[config.mk]
export PLATFORM = sky130hd
export DESIGN_NAME = aou_host_flat
export DESIGN_NICKNAME = d
export VERILOG_FILES = /design/src/verilog/aou_pkg.sv /design/src/verilog/aou_link_if.sv /design/src/verilog/aou_host.sv /design/src/flat_wrapper.sv
export SDC_FILE = /design/constraint.sdc
export NUM_CORES = 2
export LEC_CHECK = 0
export BUFFER_PORTS_ARGS = -buffer_cell sky130_fd_sc_hd__buf_2
export CAP_MARGIN = 40
export CORE_MARGIN = 5
export CORE_UTILIZATION = 45
export DETAILED_ROUTE_END_ITERATION = 10
export PLACE_DENSITY = 0.59
export SLEW_MARGIN = 20
export SYNTH_ARGS = -nofsm -noshare
export SYNTH_HDL_FRONTEND = slang
export SYNTH_SLANG_ARGS = --single-unit
[constraint.sdc]
create_clock -name REF_CLK -period 5.6 [get_ports REF_CLK]
set_clock_uncertainty 0.15 [all_clocks]
set_input_delay 1.12 -clock REF_CLK [delete_from_list [all_inputs] [get_ports REF_CLK]]
set_output_delay 1.12 -clock REF_CLK [all_outputs]
set_load 0.01 [all_outputs]
[src/verilog/aou_pkg.sv]
// Shared constants, codes and range helpers for the analog output unit
package aou_pkg;
    localparam int          SV_W         = 16;
    localparam int          FULL_SCALE   = 4000;
    localparam int          XCHG_WORDS   = 10;
    localparam int          CFG_WORDS    = 100;
    localparam int          MAX_CH       = 8;
    // Set value limits per range family
    localparam logic [15:0] UNI_MIN      = 16'h0000;
    localparam logic [15:0] UNI_MAX      = 16'h0fa0;
    localparam logic [15:0] BIP_MIN      = 16'hf768;
    localparam logic [15:0] BIP_MAX      = 16'h0898;
    // Range codes, two bits per channel
    localparam logic [1:0]  RNG_1_5V     = 2'h0;
    localparam logic [1:0]  RNG_0_10V    = 2'h1;
    localparam logic [1:0]  RNG_0_5V     = 2'h2;
    localparam logic [1:0]  RNG_PM10V    = 2'h3;
    // Hold state codes, two bits per channel
    localparam logic [1:0]  HOLD_CLEAR   = 2'h0;
    localparam logic [1:0]  HOLD_KEEP    = 2'h1;
    localparam logic [1:0]  HOLD_MAX     = 2'h2;
    // Exchange word indices
    localparam logic [3:0]  XW_CONV_EN   = 4'h0;
    localparam logic [3:0]  XW_SV0       = 4'h1;
    localparam logic [3:0]  XW_ALARM     = 4'h9;
    // Configuration block word indices
    localparam logic [6:0]  CW_ENABLE    = 7'h00;
    localparam logic [6:0]  CW_RANGE     = 7'h01;
    localparam logic [6:0]  CW_HOLD      = 7'h02;
    localparam logic [6:0]  CW_LAST      = 7'h63;
    // Conversion time bound
    localparam int          CLK_PERIOD_NS = 20;
    localparam int          CONV_TIME_NS  = 1000000;
    localparam int          CONV_CYC      = CONV_TIME_NS / CLK_PERIOD_NS;
    // Controller register offsets
    localparam logic [7:0]  REG_SV0      = 8'h00;
    localparam logic [7:0]  REG_CONV_EN  = 8'h08;
    localparam logic [7:0]  REG_CTRL     = 8'h09;
    localparam logic [7:0]  REG_ALARM    = 8'h0a;
    localparam logic [7:0]  REG_IRQ_ST   = 8'h0b;
    localparam logic [7:0]  REG_IRQ_CLR  = 8'h0c;
    localparam logic [7:0]  REG_IRQ_EN   = 8'h0d;
    localparam logic [7:0]  REG_CFG0     = 8'h80;
    // Control register bits
    localparam int          CTRL_RUN     = 0;
    localparam int          CTRL_STANDBY = 1;
    localparam int          CTRL_FATAL   = 2;
    localparam int          CTRL_LOAD_ON = 3;
    localparam int          CTRL_RESTART = 4;
    localparam logic [3:0]  CTRL_RST_VAL = 4'h0;
    // Interrupt status bits
    localparam int          IRQ_ALARM    = 0;
    localparam int          IRQ_CFG_DONE = 1;
    localparam int          IRQ_XCHG     = 2;
    localparam int          IRQ_W        = 3;
    localparam int          EXCH_PERIOD  = 64;

    function automatic logic [15:0] aou_rng_low(input logic [1:0] rng);
        return (rng == RNG_PM10V) ? BIP_MIN : UNI_MIN;
    endfunction

    function automatic logic [15:0] aou_rng_high(input logic [1:0] rng);
        return (rng == RNG_PM10V) ? BIP_MAX : UNI_MAX;
    endfunction

    function automatic logic aou_sv_ok(input logic [15:0] sv, input logic [1:0] rng);
        if (rng == RNG_PM10V)
            return ($signed(sv) >= $signed(BIP_MIN)) && ($signed(sv) <= $signed(BIP_MAX));
        return sv <= UNI_MAX;
    endfunction
endpackage

[src/verilog/aou_link_if.sv]
// Exchange link between the controller CPU end and the output unit end
interface aou_link_if;
    logic        xchg_stb;     // Exchange word strobe
    logic [3:0]  xchg_idx;     // Exchange word index
    logic [15:0] xchg_data;    // Exchange word data
    logic        xchg_end;     // End of exchange cycle
    logic [15:0] alarm_word;   // Alarm flags back to host
    logic        cfg_stb;      // Configuration word strobe
    logic [6:0]  cfg_idx;      // Configuration word index
    logic [15:0] cfg_data;     // Configuration word data
    logic        cfg_end;      // End of configuration block
    logic        plc_fatal;    // Host fatal error level
    logic        plc_standby;  // Host standby level
    logic        load_on;      // Host load output level

    modport dev (input xchg_stb, xchg_idx, xchg_data, xchg_end, cfg_stb, cfg_idx,
                 cfg_data, cfg_end, plc_fatal, plc_standby, load_on, output alarm_word);
    modport host (output xchg_stb, xchg_idx, xchg_data, xchg_end, cfg_stb, cfg_idx,
                  cfg_data, cfg_end, plc_fatal, plc_standby, load_on, input alarm_word);
endinterface

[src/verilog/aou_host.sv]
// Controller CPU end: register port, config block and cyclic exchange
module aou_host
    import aou_pkg::*;
#(
    parameter int NUM_CH = MAX_CH,
    parameter int PERIOD = EXCH_PERIOD
) (
    input  wire logic        REF_CLK,  // 50 MHz clock
    input  wire logic        RST_B,    // Async reset, active low
    input  wire logic [7:0]  ADDR,     // Register address
    input  wire logic [15:0] WDATA,    // Write data
    input  wire logic        WR,       // Write strobe
    input  wire logic        RD,       // Read strobe
    output logic      [15:0] RDATA,    // Read data, cycle after RD
    output logic             IRQ,      // Level interrupt
    aou_link_if.host         LNK       // Link to output unit
);
    typedef enum logic [1:0] {ST_CFG, ST_IDLE, ST_XCHG} aou_hst_type;

    aou_hst_type        st_r;
    logic [15:0]        sv_r [NUM_CH];
    logic [15:0]        cfg_mem [CFG_WORDS];
    logic [NUM_CH-1:0]  conv_en_r;
    logic [3:0]         ctrl_r;
    logic               restart_r;
    logic [15:0]        alarm_r;
    logic [IRQ_W-1:0]   irq_st_r, irq_en_r, irq_set;
    logic [6:0]         cnt_r;
    logic [15:0]        wait_r;
    logic               x_stb_r, x_end_r, c_stb_r, c_end_r;
    logic [3:0]         x_idx_r;
    logic [6:0]         c_idx_r;
    logic [15:0]        x_dat_r, c_dat_r;
    logic               wr_ctrl, wr_cfg;

    assign wr_ctrl = WR && (ADDR == REG_CTRL);
    assign wr_cfg  = WR && (ADDR >= REG_CFG0) && (ADDR - REG_CFG0 < 8'(CFG_WORDS));

    always_ff @(posedge REF_CLK) begin
        if (wr_cfg)
            cfg_mem[7'(ADDR - REG_CFG0)] <= WDATA;
    end

    always_ff @(posedge REF_CLK or negedge RST_B) begin
        if (!RST_B) begin
            for (int i = 0; i < NUM_CH; i++)
                sv_r[i] <= 16'h0000;
            conv_en_r <= '0;
            ctrl_r    <= CTRL_RST_VAL;
            irq_en_r  <= '0;
        end else begin
            for (int i = 0; i < NUM_CH; i++) begin
                if (WR && ADDR == REG_SV0 + 8'(i))
                    sv_r[i] <= WDATA;
            end
            if (WR && ADDR == REG_CONV_EN)
                conv_en_r <= WDATA[NUM_CH-1:0];
            if (wr_ctrl) begin
                ctrl_r <= WDATA[3:0];
                if (ctrl_r[CTRL_RUN] && !WDATA[CTRL_RUN])
                    conv_en_r <= '0;
            end
            if (WR && ADDR == REG_IRQ_EN)
                irq_en_r <= WDATA[IRQ_W-1:0];
        end
    end

    // Sequencer: config block after reset or restart, then cyclic exchange
    always_ff @(posedge REF_CLK or negedge RST_B) begin
        if (!RST_B) begin
            st_r      <= ST_CFG;
            restart_r <= 1'b0;
            cnt_r     <= 7'h00;
            wait_r    <= 16'h0000;
            x_stb_r   <= 1'b0;
            x_end_r   <= 1'b0;
            x_idx_r   <= 4'h0;
            x_dat_r   <= 16'h0000;
            c_stb_r   <= 1'b0;
            c_end_r   <= 1'b0;
            c_idx_r   <= 7'h00;
            c_dat_r   <= 16'h0000;
        end else begin
            x_stb_r <= 1'b0;
            // End trails the last word so its data is shadowed before the swap
            x_end_r <= x_stb_r && (x_idx_r == 4'(NUM_CH));
            c_stb_r <= 1'b0;
            c_end_r <= 1'b0;
            if (wr_ctrl && WDATA[CTRL_RESTART])
                restart_r <= 1'b1;
            unique case (st_r)
                ST_CFG: begin
                    c_stb_r <= 1'b1;
                    c_idx_r <= cnt_r;
                    c_dat_r <= cfg_mem[cnt_r];
                    if (cnt_r == CW_LAST) begin
                        cnt_r <= 7'h00;
                        st_r  <= ST_IDLE;
                    end else begin
                        cnt_r <= cnt_r + 7'h01;
                    end
                    c_end_r <= (cnt_r == CW_LAST);
                end
                ST_IDLE: begin
                    wait_r <= wait_r + 16'h0001;
                    if (restart_r && !(wr_ctrl && WDATA[CTRL_RESTART])) begin
                        restart_r <= 1'b0;
                        wait_r    <= 16'h0000;
                        st_r      <= ST_CFG;
                    end else if (wait_r >= 16'(PERIOD - 1)) begin
                        wait_r <= 16'h0000;
                        st_r   <= ST_XCHG;
                    end
                end
                ST_XCHG: begin
                    x_stb_r <= 1'b1;
                    x_idx_r <= cnt_r[3:0];
                    if (cnt_r == 7'h00)
                        x_dat_r <= 16'(conv_en_r);
                    else
                        x_dat_r <= sv_r[cnt_r[2:0] - 3'h1];
                    if (cnt_r == 7'(NUM_CH)) begin
                        cnt_r   <= 7'h00;
                        st_r    <= ST_IDLE;
                    end else begin
                        cnt_r <= cnt_r + 7'h01;
                    end
                end
            endcase
        end
    end

    // Alarm word of the exchange is taken at cycle end
    assign irq_set[IRQ_ALARM]    = x_end_r && |(LNK.alarm_word & ~alarm_r);
    assign irq_set[IRQ_CFG_DONE] = c_end_r;
    assign irq_set[IRQ_XCHG]     = x_end_r;

    always_ff @(posedge REF_CLK or negedge RST_B) begin
        if (!RST_B) begin
            alarm_r  <= 16'h0000;
            irq_st_r <= '0;
            IRQ      <= 1'b0;
            RDATA    <= 16'h0000;
        end else begin
            if (x_end_r)
                alarm_r <= LNK.alarm_word;
            // Set wins over a clear in the same cycle
            irq_st_r <= (irq_st_r & ~((WR && ADDR == REG_IRQ_CLR) ? WDATA[IRQ_W-1:0] : '0))
                        | irq_set;
            IRQ      <= |(irq_st_r & irq_en_r);
            RDATA    <= 16'h0000;
            if (RD) begin
                if (ADDR < REG_SV0 + 8'(NUM_CH))
                    RDATA <= sv_r[ADDR[2:0]];
                else if (ADDR == REG_CONV_EN)
                    RDATA <= 16'(conv_en_r);
                else if (ADDR == REG_CTRL)
                    RDATA <= {12'h000, ctrl_r};
                else if (ADDR == REG_ALARM)
                    RDATA <= alarm_r;
                else if (ADDR == REG_IRQ_ST)
                    RDATA <= 16'(irq_st_r);
                else if (ADDR == REG_IRQ_EN)
                    RDATA <= 16'(irq_en_r);
                else if (ADDR >= REG_CFG0 && ADDR - REG_CFG0 < 8'(CFG_WORDS))
                    RDATA <= cfg_mem[7'(ADDR - REG_CFG0)];
            end
        end
    end

    assign LNK.xchg_stb    = x_stb_r;
    assign LNK.xchg_idx    = x_idx_r;
    assign LNK.xchg_data   = x_dat_r;
    assign LNK.xchg_end    = x_end_r;
    assign LNK.cfg_stb     = c_stb_r;
    assign LNK.cfg_idx     = c_idx_r;
    assign LNK.cfg_data    = c_dat_r;
    assign LNK.cfg_end     = c_end_r;
    assign LNK.plc_fatal   = ctrl_r[CTRL_FATAL];
    assign LNK.plc_standby = ctrl_r[CTRL_STANDBY];
    assign LNK.load_on     = ctrl_r[CTRL_LOAD_ON];
endmodule

[src/flat_wrapper.sv]
// flat-port wrapper written by rule: the top's interface ports become plain ports
module aou_host_flat import aou_pkg::*;
#(
    parameter int NUM_CH = MAX_CH,
    parameter int PERIOD = EXCH_PERIOD
)
  (REF_CLK, RST_B, ADDR, WDATA, WR, RD, RDATA, IRQ, LNK_xchg_stb, LNK_xchg_idx, LNK_xchg_data, LNK_xchg_end, LNK_cfg_stb, LNK_cfg_idx, LNK_cfg_data, LNK_cfg_end, LNK_plc_fatal, LNK_plc_standby, LNK_load_on, LNK_alarm_word);
  aou_link_if LNK_i ();
  input  wire logic REF_CLK;
  input  wire logic RST_B;
  input  wire logic [7:0] ADDR;
  input  wire logic [15:0] WDATA;
  input  wire logic WR;
  input  wire logic RD;
  output logic      [15:0] RDATA;
  output logic IRQ;
  output wire logic [$bits(LNK_i.xchg_stb)-1:0] LNK_xchg_stb;
  output wire logic [$bits(LNK_i.xchg_idx)-1:0] LNK_xchg_idx;
  output wire logic [$bits(LNK_i.xchg_data)-1:0] LNK_xchg_data;
  output wire logic [$bits(LNK_i.xchg_end)-1:0] LNK_xchg_end;
  output wire logic [$bits(LNK_i.cfg_stb)-1:0] LNK_cfg_stb;
  output wire logic [$bits(LNK_i.cfg_idx)-1:0] LNK_cfg_idx;
  output wire logic [$bits(LNK_i.cfg_data)-1:0] LNK_cfg_data;
  output wire logic [$bits(LNK_i.cfg_end)-1:0] LNK_cfg_end;
  output wire logic [$bits(LNK_i.plc_fatal)-1:0] LNK_plc_fatal;
  output wire logic [$bits(LNK_i.plc_standby)-1:0] LNK_plc_standby;
  output wire logic [$bits(LNK_i.load_on)-1:0] LNK_load_on;
  input wire logic [$bits(LNK_i.alarm_word)-1:0] LNK_alarm_word;
  assign LNK_xchg_stb = LNK_i.xchg_stb;
  assign LNK_xchg_idx = LNK_i.xchg_idx;
  assign LNK_xchg_data = LNK_i.xchg_data;
  assign LNK_xchg_end = LNK_i.xchg_end;
  assign LNK_cfg_stb = LNK_i.cfg_stb;
  assign LNK_cfg_idx = LNK_i.cfg_idx;
  assign LNK_cfg_data = LNK_i.cfg_data;
  assign LNK_cfg_end = LNK_i.cfg_end;
  assign LNK_plc_fatal = LNK_i.plc_fatal;
  assign LNK_plc_standby = LNK_i.plc_standby;
  assign LNK_load_on = LNK_i.load_on;
  assign LNK_i.alarm_word = LNK_alarm_word;
  aou_host #(.NUM_CH(NUM_CH), .PERIOD(PERIOD)) u_core (.REF_CLK(REF_CLK), .RST_B(RST_B), .ADDR(ADDR), .WDATA(WDATA), .WR(WR), .RD(RD), .RDATA(RDATA), .IRQ(IRQ), .LNK(LNK_i));
endmodule
Yosys cells after proc, flatten, opt, wreduce, memory -nomap -nowiden
Memory sizes are Yosys's and may differ from the RTL's. A register that Yosys moved wholly into a read port is not among the register bits.
Cells that the tools add are included.
{"block": "word_totals", "register_bits": 236, "ram_bits": 1600, "wordCells": 133, "n_memories": 1}
{"name": "u_core.cfg_mem", "depth": 100, "width": 16, "rd": 2, "rd_ports_with_merged_regs": 1, "write_ports": 1, "line_no": "aou_host.sv:22", "rtl": "logic [15:0] cfg_mem [CFG_WORDS];"}
{"block": "op_classes", "addsub": 4, "magnitude_cmp": 6, "n_eq_ne": 21, "n_mux": 37, "bitwise": 8, "reduce_logical": 30}
{"operator": "two-way mux 16 bit", "n": 15}
{"operator": "binary-select mux 16 bit (select 3 bit)", "n": 2}
{"operator": "== test 8 x 4 -> 1 bit (second input constant)", "n": 6}
{"operator": "== test 8 x 3 -> 1 bit (second input constant)", "n": 4}
{"operator": "two-way mux 8 bit", "n": 3}
{"operator": "logical AND 1 bit", "n": 20}
{"operator": "adder 16 x 1 -> 16 bit (second input constant)", "n": 1}
{"operator": "AND 16 bit", "n": 1}
{"operator": "== test 8 x 2 -> 1 bit (second input constant)", "n": 2}
{"operator": ">= comparator 16 x 6 -> 1 bit (second input constant)", "n": 1}
{"operator": "NOT 16 bit", "n": 1}
{"operator": "OR reduction 16 bit", "n": 1}
{"operator": "two-way mux 7 bit", "n": 2}
{"operator": "one-hot mux 7 bit (2 select lines)", "n": 1}
{"operator": "== test 8 x 1 -> 1 bit (second input constant)", "n": 1}
{"operator": ">= comparator 4 bit (second input constant)", "n": 2}
{"operator": ">= comparator 8 bit (second input constant)", "n": 1}
{"operator": "logical NOT 8 bit", "n": 1}
{"operator": "less-than comparator 8 x 4 -> 1 bit (second input constant)", "n": 1}
{"operator": "less-than comparator 8 x 7 -> 1 bit (second input constant)", "n": 1}
{"operator": "two-way mux 1 bit", "n": 8}
{"operator": "two-way mux 2 bit", "n": 4}
{"operator": "NOT 3 -> 4 bit", "n": 2}
{"operator": "subtractor 8 bit (second input constant)", "n": 1}
{"operator": "20 further kinds", "n": 24}

Depth between registers and ports, before layout
{"block": "depth", "depth_word": 11, "mapped_depth": 14, "mapped_depth_nobuf": 7}

Worst setup path before layout
Ideal clock, no wire load.
{"block": "synth_path", "kind": "input to register", "start": "input ADDR[2]", "end": "memory u_core.cfg_mem[27][0] (enable)", "setup_time_ps": 389, "arrival_time_ps": 3271, "required_ps": 5061, "setup_slack_ps": 1790, "path_stages": 8, "path_cell_list": "buf_4 -> or2_2 -> nor2_1 -> o21ai_0 -> nor3b_1 -> nand3_1 -> clkbuf_1 -> nor2_1"}
{"block": "synth_via", "elab_chain_cells": 5, "word_cells_on_any_way": 7}
{"element": "start, declared", "line_no": "flat_wrapper.sv:11", "rtl": "input wire logic [7:0] ADDR;"}
{"element": "subtractor 8 bit or >= comparator 8 bit (tied branches)", "line_no": "aou_host.sv:37", "rtl": "assign wr_cfg = WR && (ADDR >= REG_CFG0) && (ADDR - REG_CFG0 < 8'(CFG_WORDS));"}
{"element": "less-than comparator 8 x 7 -> 1 bit or logical AND 1 bit (tied branches)", "line_no": "aou_host.sv:37"}
{"element": "logical AND 1 bit", "line_no": "aou_host.sv:37"}
{"element": "two-way mux 1 bit", "line_no": "aou_host.sv:40", "rtl": "if (wr_cfg)"}
{"element": "two-way mux 1 bit (implied by the code)", "line_no": "aou_host.sv:41", "rtl": "cfg_mem[7'(ADDR - REG_CFG0)] <= WDATA;"}
{"element": "end, declared", "line_no": "aou_host.sv:22"}
Parallel ways exist; a longest one is shown, timed or not.

==> impl_metrics.ini <==
[global_routing]
antenna_found_initial = 25
grt.met1_usage_pct = 41.7
grt_start_max_net_pins = 93
grt_first_pass_wirelength_um = 426000
grt_use_total_pct = 30.7
grt_pass1_vias = 51700
met2_usage_pct = 46.0
grt_util_met3_pct = 7.67
grt-ovfl-total = 0
top_usage_layer = met2

[logic_synthesis]
async_flop_share_pct = 13.6
yosys_most_used_dff = edfxtp_1
synth-edff-count = 1600
yosysWarnings = 0
yosysSeqAreaShare_pct = 63.0
synth_area_um2 = 86300
ys_top_cells_by_area = edfxtp_1 56%, mux4_2 22%, dfrtp_1 7.3%, mux2_2 2.9%, a22oi_1 1.8%
syn_area_per_cell_um2 = 18.4
synth_area_leader_cell = edfxtp_1
ys_seq_elements = 1852
synth_cell_types = 77
synth_top_area_share_pct = 55.7
synth_nets = 4744
syn-instance-count = 4697

[clocking]
cts_tree = yes
cts_buffers = 196
cts_resized = 0
clock_path_buffers = 3
htreeDepth = 4
clk_pin_slew_ps = 60
post_cts_buffers = 0
cts_hold_buf = 0
clock-sinks = 1852
insertion_delay_ps = 860
cts_root_buf = clkbuf_16

[power_and_ir_drop]
p_leak_nw = 32.9
worst_ir_drop_vdd_v = 0.000351
p_per_area_nw_per_um2 = 421

[floorplan]
rows = 160
start_util_pct = 45.3
dieWidth_um = 448
io_pins = 111
core_um2 = 191000
die_h_um = 448
die-area_um2 = 201000

[cells_and_area]
layout_commonest_cell = edfxtp_1
most-common-layout-cells = 1,600 x edfxtp_1, 837 x mux4_2, 285 x buf_4
multi_input_area_um2 = 30200
fin_area_um2 = 98000
seq_area_um2 = 54400
finalNetCount = 5029
areaGrowthSynthToFinish_pct = 13.5
drive_above_1_share_pct = 37.1
utilization_pct = 51.4
nFillCells = 15400

[worst_setup_path]
worstPathMaxFanout = 15
critPathArrivalTime_ps = 4880
worstSetupEndpointType = flop
rr_endpoint = u_core.LNK.cfg_data[11]$_DFFE_PN0P_
path_class = reg -> reg
r2r_start = u_core.cnt_r[4]$_DFFE_PN0P_
critPathRequiredTime_ps = 6200
critPathLaunchType = flop
r2r_slack_ps = 1320
r2r_cells = 7

[routing]
drc = 0
routed_wl_um = 309000
vias = 53100
viasPerCell = 6.92
wl_per_cell_um = 40.3
dr.pass1.iters = 6
initialDrtViolationCount = 7744
drtAntennaViolNets = 0

[sta]
fin_hold_ws_ps = 125
setup_viol = 0
maxSlewHeadroom_pct = 22.4
fin_ws_ps = 1320
rsz0062_at_grt = no
finalHoldViolCount = 0
fmax_mhz = 233
period_share_pct = 76.5
layout_min_cycle_time_ps = 4280
slew_viol_final = 0
worstMarginPinSlew_ps = 1160
setup_tns_ps = 0

[placed_design]
placed_cell_area_um2 = 91400
place.gp.congestion = 1.00
dp_slack_ps = 752
portBuffers = 110
dp_hpwl_um = 208000

[hold_path]
hp-class = in -> async

[run_status]
status = completed

[run]
max_cap_viol_count = 0
report_power, final:
part	switching [mW]	internal [mW]
combinational	7.46	4.83
sequential	0.710	15.3
clock	5.57	7.35
total	13.7	27.5
per-layer routing:
| layer | wire, um | vias up |
|---|---|---|
| li1 | - | 20400 |
| met1 | 115000 | 28400 |
| met2 | 140000 | 3535 |
| met3 | 34500 | 703 |
| met4 | 19900 | 10 |
| met5 | 64 | - |
final cells by class:
cell class                      instances  share of cell area, %
Antenna cell                           13                 0.0332
Tap cell                             2511                   3.21
Clock buffer                          269                   5.50
Timing Repair Buffer                  442                   3.91
Clock inverter                         97                  0.958
Sequential cell                      1852                   55.5
Multi-Input combinational cell       2463                   30.8
Inverter                               27                  0.105
logic make-up after synthesis:
group | synth area share (%)
buffers and inverters | 2.42
xor gates and xnor gates | 0.0406
muxes | 25.8
DFF | 63.0
AOI/OAI and AO/OA | 5.03
adders and majority gates | 0.0435
and+or+nand+nor | 3.75
critical path: stages, from the launching register on:
cell and delay, ps:
dfrtp_2 730, clkinv_1 830, nor2_2 1010, buf_4 280, a22oi_1 80, a21boi_0 690
o221ai_1 240, o211ai_1 150
how the worst max path moves through the flow:
stage | from | endpoint | cells after the start
after floorplan | ADDR[2] | u_core.cfg_mem[27][0]$_DFFE_PP_ | 8
after global placement | ADDR[6] | u_core.RDATA[2]$_DFF_PN0_ | 7
after detailed placement | ADDR[6] | u_core.RDATA[2]$_DFF_PN0_ | 9
after CTS | u_core.cnt_r[0]$_DFFE_PN0P_ | u_core.LNK.cfg_data[14]$_DFFE_PN0P_ | 6
after global routing | u_core.cnt_r[0]$_DFFE_PN0P_ | u_core.LNK.cfg_data[8]$_DFFE_PN0P_ | 6
final | u_core.cnt_r[4]$_DFFE_PN0P_ | u_core.LNK.cfg_data[11]$_DFFE_PN0P_ | 7
state kept, by name, indices dropped and copies added, names as in the netlist:
register / cells
u_core.cfg_mem: 1600
u_core.sv_r: 128
u_core.LNK.cfg_data: 16
u_core.LNK.xchg_data: 16
u_core.RDATA: 16
u_core.alarm_r: 16
u_core.wait_r: 16
u_core.conv_en_r: 8
u_core.LNK.cfg_idx: 7
u_core.cnt_r: 7
u_core.LNK.xchg_idx: 4
u_core.ctrl_r: 4
u_core.irq_en_r: 3
u_core.irq_st_r: 3
u_core.st_r: 2
u_core.IRQ: 1
u_core.LNK.cfg_end: 1
u_core.LNK.cfg_stb: 1
u_core.LNK.xchg_end: 1
u_core.LNK.xchg_stb: 1
u_core.restart_r: 1
through the flow:
step | std cells | power [mW]
6_report | 7674 | 41.3
5_1_grt | 7663 | 42.3
4_1_cts | 7650 | 41.2
3_5_place_dp | 7284 | 28.4
3_3_place_gp | 7260 | 28.3
2_1_floorplan | 4697 | 23.4
cells in the mapped netlist (6+ instances only):
master and count:
a21o_1 18, nor3_1 44, mux4_2 837, o21bai_1 7, buf_4 65, inv_1 22
nor4_1 11, or2_2 6, a22oi_1 203, nor2b_1 52, a221o_1 13, nor2_1 173
buf_6 31, mux2_2 221, nand3_1 74, a221oi_1 22, o221ai_1 7, buf_2 126
a22o_1 15, a211oi_1 35, o22ai_1 50, a21boi_0 7, buf_1 25, a21oi_1 72
dfrtp_1 252, o211ai_1 19, clkbuf_1 105, nand2b_1 19, o21ai_0 94, nand2_1 216
and3_1 23, nand4_1 18, and2_1 21, a2111oi_0 12, edfxtp_1 1600, mux2i_1 89
a31oi_1 10, a32oi_1 6
No activity file was read; power rests on OpenSTA's default activity.
